## src/pkg/cse_pkg.sv

```systemverilog
// Constants and types for the compare-skip and complement decoder
package cse_pkg;
    // ==================================================
    // Opcode fields, address ranges, reset values and clock phases
    localparam logic [6:0] CSE_OP_CMP_EQ = 7'h31;
    localparam logic [5:0] CSE_OP_COMP = 6'h07;
    localparam logic [3:0] CSE_OP_LONG = 4'hF;
    localparam logic [7:0] CSE_ILO_MAX = 8'h5F;
    localparam logic [3:0] CSE_ACCESS_HI_BANK = 4'hF;
    localparam logic [7:0] CSE_ACCESS_SPLIT = 8'h60;
    localparam logic [11:0] CSE_ADDR_RESET = 12'h000;
    localparam logic [7:0] CSE_BYTE_RESET = 8'h00;
    localparam logic [1:0] CSE_PHASE_LAST = 2'h3;
    localparam logic [1:0] CSE_PHASE_READ = 2'h1;
    localparam logic [1:0] CSE_PHASE_WRITE = 2'h3;

    // ==================================================
    // Execution states
    typedef enum logic [1:0] {
        CSE_RUN = 2'b00,
        CSE_KILL1 = 2'b01,
        CSE_KILL2 = 2'b10
    } cse_state_t;
endpackage

```

## src/logic/cse_addr_gen.sv

```systemverilog
// Operand address former for byte-oriented instructions
`timescale 1ns/1ps
`default_nettype none
module cse_addr_gen
    import cse_pkg::*;
(
    input wire logic [7:0] field,
    input wire logic access_sel,
    input wire logic [3:0] bank_select_register,
    input wire logic ext_enable,
    input wire logic [11:0] index_base,
    output logic [11:0] addr
);
    wire logic use_indexed;
    wire logic [11:0] access_addr;
    wire logic [11:0] banked_addr;
    wire logic [11:0] indexed_addr;
    assign use_indexed = ext_enable && !access_sel
        && (field <= CSE_ILO_MAX);
    // Low 96 bytes of access bank are bank 0, the rest the top bank
    assign access_addr = (field < CSE_ACCESS_SPLIT) ? {4'h0, field}
        : {CSE_ACCESS_HI_BANK, field};
    assign banked_addr = {bank_select_register, field};
    assign indexed_addr = index_base + {4'h0, field};
    assign addr = use_indexed ? indexed_addr
        : (access_sel ? banked_addr : access_addr);
endmodule
`default_nettype wire

```

## src/logic/cse_exec.sv

```systemverilog
// Execute stage for compare-skip-if-equal and complement instructions
`timescale 1ns/1ps
`default_nettype none
// What this block does
// - Opcode 0110001a compares byte with working register
// - Equal discards fetched instruction, runs no-operation
// - One word; one cycle, two when skipping
// - Skip over two-word instruction takes three
// - Two dead cycles after skip of long
// - Access bit 0 selects access bank
// - Access bit 1 uses bank select register
// - Extended set, access bit 0, field up to 95: indexed
// - Complement to working register keeps source
// - Complement inverts; destination bit picks target
module cse_exec
    import cse_pkg::*;
(
    input wire logic sys_clk,
    input wire logic reset,
    input wire logic [1:0] q_phase,
    input wire logic [15:0] instr,
    input wire logic instr_valid,
    input wire logic [15:0] next_word,
    input wire logic [3:0] bank_select_register,
    input wire logic ext_enable,
    input wire logic [11:0] index_base,
    input wire logic [7:0] mem_rdata,
    input wire logic [7:0] working_register_alias,
    output logic [11:0] mem_addr,
    output logic mem_we,
    output logic [7:0] mem_wdata,
    output logic work_we,
    output logic [7:0] work_wdata,
    output logic instr_nop,
    output logic skip_taken,
    output logic busy
);
    // ==================================================
    // Decode
    wire logic is_cmp;
    wire logic is_comp;
    wire logic next_is_long;
    wire logic [11:0] op_addr;
    wire logic cycle_end;
    wire logic [7:0] comp_value;
    wire logic equal;
    wire logic [8:0] diff;
    cse_state_t state;
    cse_state_t next_state;
    logic [11:0] next_mem_addr;

    assign is_cmp = instr_valid && (state == CSE_RUN)
        && (instr[15:9] == CSE_OP_CMP_EQ);
    assign is_comp = instr_valid && (state == CSE_RUN)
        && (instr[15:10] == CSE_OP_COMP);
    assign next_is_long = (next_word[15:12] == CSE_OP_LONG);
    assign cycle_end = (q_phase == CSE_PHASE_LAST);
    // Unsigned subtraction; only the zero result matters
    assign diff = {1'b0, mem_rdata} - {1'b0, working_register_alias};
    assign equal = (diff == 9'h000);
    assign comp_value = ~mem_rdata;

    cse_addr_gen u_addr (
        .field(instr[7:0]),
        .access_sel(instr[8]),
        .bank_select_register(bank_select_register),
        .ext_enable(ext_enable),
        .index_base(index_base),
        .addr(op_addr)
    );

    // ==================================================
    // Skip sequencer
    always_comb begin
        next_state = state;
        unique case (state)
            CSE_RUN: begin
                if (is_cmp && cycle_end && equal) begin
                    next_state = CSE_KILL1;
                end
            end
            CSE_KILL1: begin
                if (cycle_end) begin
                    // Long skipped word costs one more dead cycle
                    next_state = (instr_valid && next_is_long)
                        ? CSE_KILL2 : CSE_RUN;
                end
            end
            CSE_KILL2: begin
                if (cycle_end) begin
                    next_state = CSE_RUN;
                end
            end
            default: next_state = CSE_RUN;
        endcase
    end

    assign next_mem_addr = (is_cmp || is_comp) ? op_addr : mem_addr;

    always_ff @(posedge sys_clk) begin
        if (reset) begin
            state <= CSE_RUN;
            mem_addr <= CSE_ADDR_RESET;
        end else begin
            state <= next_state;
            mem_addr <= next_mem_addr;
        end
    end

    // ==================================================
    // Writeback: compare never writes memory or the working register
    always_ff @(posedge sys_clk) begin
        if (reset) begin
            mem_we <= 1'b0;
            mem_wdata <= CSE_BYTE_RESET;
            work_we <= 1'b0;
            work_wdata <= CSE_BYTE_RESET;
            instr_nop <= 1'b0;
            skip_taken <= 1'b0;
            busy <= 1'b0;
        end else begin
            mem_we <= is_comp && instr[9]
                && (q_phase == CSE_PHASE_READ);
            work_we <= is_comp && !instr[9]
                && (q_phase == CSE_PHASE_READ);
            mem_wdata <= comp_value;
            work_wdata <= comp_value;
            // No-operation cycles replace the discarded word(s)
            instr_nop <= (next_state != CSE_RUN);
            skip_taken <= is_cmp && cycle_end && equal;
            busy <= (next_state != CSE_RUN);
        end
    end

    // ==================================================
    // Checks
    property p_skip_kill;
        @(posedge sys_clk) disable iff (reset)
        (is_cmp && cycle_end && equal) |=> (state == CSE_KILL1)
            && instr_nop;
    endproperty
    a_skip_kill: assert property (p_skip_kill)
        else $error("equal compare did not discard next word");

    property p_noskip;
        @(posedge sys_clk) disable iff (reset)
        (is_cmp && cycle_end && !equal) |=> (state == CSE_RUN) && !busy;
    endproperty
    a_noskip: assert property (p_noskip)
        else $error("unequal compare stalled");

    property p_short_skip;
        @(posedge sys_clk) disable iff (reset)
        (state == CSE_KILL1 && cycle_end && !(instr_valid && next_is_long))
            |=> (state == CSE_RUN);
    endproperty
    a_short_skip: assert property (p_short_skip)
        else $error("one-word skip lasted too long");

    property p_long_skip;
        @(posedge sys_clk) disable iff (reset)
        (state == CSE_KILL1 && cycle_end && instr_valid && next_is_long)
            |=> (state == CSE_KILL2) && instr_nop;
    endproperty
    a_long_skip: assert property (p_long_skip)
        else $error("two-word skip missed its extra cycle");

    property p_dead_quiet;
        @(posedge sys_clk) disable iff (reset)
        (state != CSE_RUN) |-> !mem_we && !work_we ##0 $stable(mem_addr);
    endproperty
    a_dead_quiet: assert property (p_dead_quiet)
        else $error("activity during dead cycle");

    property p_cmp_nowrite;
        @(posedge sys_clk) disable iff (reset)
        is_cmp |=> !mem_we && !work_we;
    endproperty
    a_cmp_nowrite: assert property (p_cmp_nowrite)
        else $error("compare wrote a result");

    property p_comp_w;
        @(posedge sys_clk) disable iff (reset)
        (is_comp && !instr[9] && q_phase == CSE_PHASE_READ)
            |=> work_we && !mem_we && (work_wdata == ~$past(mem_rdata));
    endproperty
    a_comp_w: assert property (p_comp_w)
        else $error("complement to working register wrong");

    property p_comp_f;
        @(posedge sys_clk) disable iff (reset)
        (is_comp && instr[9] && q_phase == CSE_PHASE_READ)
            |=> mem_we && !work_we && (mem_wdata == ~$past(mem_rdata));
    endproperty
    a_comp_f: assert property (p_comp_f)
        else $error("complement to register wrong");

    property p_bank;
        @(posedge sys_clk) disable iff (reset)
        ((is_cmp || is_comp) && instr[8]) |=>
            (mem_addr == {$past(bank_select_register), $past(instr[7:0])});
    endproperty
    a_bank: assert property (p_bank)
        else $error("banked address wrong");

    property p_access;
        @(posedge sys_clk) disable iff (reset)
        ((is_cmp || is_comp) && !instr[8] && !ext_enable
            && instr[7:0] < CSE_ACCESS_SPLIT)
            |=> (mem_addr[11:8] == 4'h0);
    endproperty
    a_access: assert property (p_access)
        else $error("access bank address wrong");

    property p_indexed;
        @(posedge sys_clk) disable iff (reset)
        ((is_cmp || is_comp) && !instr[8] && ext_enable
            && instr[7:0] <= CSE_ILO_MAX)
            |=> (mem_addr == $past(index_base) + {4'h0, $past(instr[7:0])});
    endproperty
    a_indexed: assert property (p_indexed)
        else $error("indexed address wrong");
endmodule
`default_nettype wire

```

## config.mk

```make
export PLATFORM = sky130hd
export DESIGN_NAME = cse_exec
export DESIGN_NICKNAME = d
export VERILOG_FILES = /design/src/pkg/cse_pkg.sv /design/src/logic/cse_addr_gen.sv /design/src/logic/cse_exec.sv
export SDC_FILE = /design/constraint.sdc
export NUM_CORES = 1
export LEC_CHECK = 0
export BUFFER_PORTS_ARGS = -buffer_cell sky130_fd_sc_hd__buf_4
export CAP_MARGIN = 40
export CORE_MARGIN = 1.5
export CORE_UTILIZATION = 44
export DETAILED_ROUTE_END_ITERATION = 10
export GPL_ROUTABILITY_DRIVEN = 1
export PLACE_DENSITY = 0.8
export SKIP_LAST_GASP = 1
export SLEW_MARGIN = 30
export SYNTH_ARGS = -nofsm -noshare
export SYNTH_HDL_FRONTEND = slang
export SYNTH_SLANG_ARGS = --single-unit
```

## constraint.sdc

```tcl
create_clock -name sys_clk -period 2.1 [get_ports sys_clk]
set_input_delay 0.315 -clock sys_clk [delete_from_list [all_inputs] [get_ports sys_clk]]
set_output_delay 0.315 -clock sys_clk [all_outputs]
set_load 0.02 [all_outputs]
```

==> results.md <==
* HPWL Detailed at approximately 3500 um
* Clock tree buffer depth at 2
* Minimum clock period at 1.74 ns
* R2R setup slack at ~0.46 ns
* Syn Inst Count at about 230
* Overflow after GRT at 0
* Synthesis Warnings at 0
* Unrepaired setup endpoints after global routing: no
* DR vias at 1833
* Clock slew at reported path FFs at 0.09 ns
* I/O pins at 103
* Post-Route WL at roughly 4100 um
* Pre-antenna DRT Iters at 4
* Antenna violations before repair at 0
* Crit path DAT at 1.94 ns
* Worst slew pin tran at 0.351 ns
* Synth top area cells: dfxtp_1 (29%), ha_1 (11%), nor2_1 (5.0%)
* Initial Utilization at a little under half
* Largest family of logic cells by synthesized area: simple AND/OR/NAND/NOR gates
* Hold WC Path Type: primary input to flop
* Routed len/inst at roughly 12 um
* Cell area after synthesis at 1820 um2
* Post-route ant nets at 0
* H-tree lvl count at 1
* Worst EP required at around 2.3 ns
* Async SR Flop Fraction at 0%
* Synth Register Bits at 26
* Multiplexer share of the synthesized area at 1.17%
* Die area at between 4000 and 5000 um2
* # nets final at 396
* Most common cell in the netlist: dfxtp_1
* Setup Fix Bufs, Post-CTS at 0
* Post-synth top area share at between 20% and 30%
* Final Hold Fails at 0
* Via-to-Cell Ratio at 5.12
* Top cells by count, synth: dfxtp_1 (26), nor2_1 (24), nand2_1 (18), a21oi_1 (16), ha_1 (16)
* Standard-cell rows at 23
* Setup TNS at 0 ns
* Period utilization at 82.7%
* Fraction of final layout cells sized beyond drive strength 1 at 33.8%
* P&R area growth vs syn at 39.6%
* Diodes inserted at 0
* Clock Sinks at 26
* Maximum vdd ir drop at 0.000222 V
* Largest net degree at the start of global routing at 17
* R2R depth at 5
* CTS tree: built
* Final core utilization at between 60 and 70%
* Critical path origin: instr[0]
* Post-Syn Nets at 313
* Crit end category: flop
* Status: complete, no violations
* Max-Cap Viols at 0
* Clock latency on the worst-skew pair at 0.26 ns
* Yosys cell types at 45
* Drt initial violations at slightly below 80
* CTS Buf Count at 3
* Cts repair resizes at 0
* Reg-to-reg startpoint: state[0]$_SDFF_PP0_
* Startpoint type of the worst setup path: primary input
* Critical path class: primary input to flop
* Pleak at 0.00122 uW
* Hold Path Origin: mem_rdata[2]
* Final Worst Setup Slack at ~0.36 ns
* Post-Synth Adder-Cell Area at 12.1%
* Final setup violation count at 0
* Reg2reg end: mem_addr[0]$_SDFFE_PP0P_
* Slew HR at 76.6%
* Largest area contributor in the netlist: dfxtp_1
* Synth Area in XOR/XNOR at 3.37%
* Final non-filler cell total at 358
* Compound-Gate Fraction of Synth Area at a little under a quarter
* Power density over the cells at 471 nW/um2
* Min Hold Slack at 0.199 ns
* DRC Markers at 0
* Hold Crit Depth at 2
* Port-buffer cells at 90
* Die Width at 67.3 um
* Max Freq at between 500 and 600 MHz
* Number of synthesized flops with an enable pin at 0
* Final GP Congestion at approximately 0.77
* Simple-gate share of the synthesized area at 23.6%
* Placed cells at 354
* Ys flop type: dfxtp_1
* Aggregate global-route resource usage at roughly 18%
* Filler cell count at around 370
* Slew Viols, Final at 0
* Setup Skew at 0.00283 ns
* Worst Path Max Fanout at 2
* Hold EP: work_wdata[2]$_SDFF_PP0_
* Core area at around 4000 um2
* Root buf cell: clkbuf_8
* Count of hold-fix buffers inserted at cts at 0
* First-pass GRT wire length at 6600 um
* Pre-CTS setup slack at 0.0562 ns
* Sequential area share after synthesis at 28.6%
* Mean Syn Cell Area at about 8.0 um2
* Vias in the first global route at 1638
* Vertical die dimension at 67.3 um
## where the power goes
part | switching, uW | leakage (uW) | internal [uW]
registers | 5.11 | 0.000212 | 503
logic | 177 | 0.000977 | 190
clock network | 153 | 0.0000288 | 167
## cell usage in the layout, fill, tap and decap left out, types with 8 or more instances in the layout
cell type and count:
a21oi_1 16, a31oi_1 8, buf_4 93, dfxtp_1 26, ha_1 16, inv_1 15, nand2_1 18, nor2_1 24
nor2b_1 8, o21ai_0 12
## flip-flops by register name, summed over array words and instances (netlist names)
register,flops
work_wdata,8
mem_addr,12
mem_we,1
busy,1
state,2
skip_taken,1
work_we,1
## worst max-delay path, stage by stage
cell,delay (ns)
buf_4,0.08
ha_1,0.17
inv_1,0.06
fa_1,0.37
nor2b_1,0.16
o211ai_1,0.12
nand4b_1,0.14
nand2_1,0.07
or3_1,0.30
a31oi_1,0.15
## layer usage
layer  vias up  track usage [%]  wire length (um)
li1        962                -                 -
met1       809             20.9              1810
met2        60             35.3              2030
met3         2             2.33               288
met4         0             5.36                23
met5         -                0                 0
## worst max-delay path by stage
| stage | to | slack (ns) |
|---|---|---|
| detailed placement | mem_addr[8]$_SDFFE_PP0P_ | 0.06 |
| CTS | mem_addr[8]$_SDFFE_PP0P_ | 0.35 |
| floorplan | mem_addr[8]$_SDFFE_PP0P_ | 0.27 |
| finish | mem_addr[8]$_SDFFE_PP0P_ | 0.36 |
| global route | mem_addr[8]$_SDFFE_PP0P_ | 0.22 |
| global placement | mem_addr[8]$_SDFFE_PP0P_ | 0.10 |
## metrics by stage
stage,area [um2],total power [uW]
6_report,2540,1200
5_1_grt,2540,1270
4_1_cts,2540,1220
3_5_place_dp,2480,888
3_3_place_gp,2480,881
2_1_floorplan,1820,740
## layout make-up
| cell class | instances | area (um2) | share of cell area (%) |
|---|---|---|---|
| well taps | 50 | 62.6 | 2.46 |
| clock buffers | 4 | 55.1 | 2.17 |
| flip-flops and latches | 26 | 520 | 20.5 |
| inverters | 15 | 56.3 | 2.22 |
| repair buffers | 93 | 698 | 27.5 |
| multi-input cells | 170 | 1150 | 45.1 |
## cell families (layout without fill, tap and decap cells)
group                    after synthesis  count (layout)
XOR/XNOR                               7               7
AO/OA/AOI/OAI                         62              62
multiplexers                           2               2
AND/OR/NAND/NOR                       82              82
flip-flops                            26              26
buffers and inverters                 30             112
adder cells (fa/ha/maj)               17              17
No activity file was read; power rests on OpenSTA's default activity.
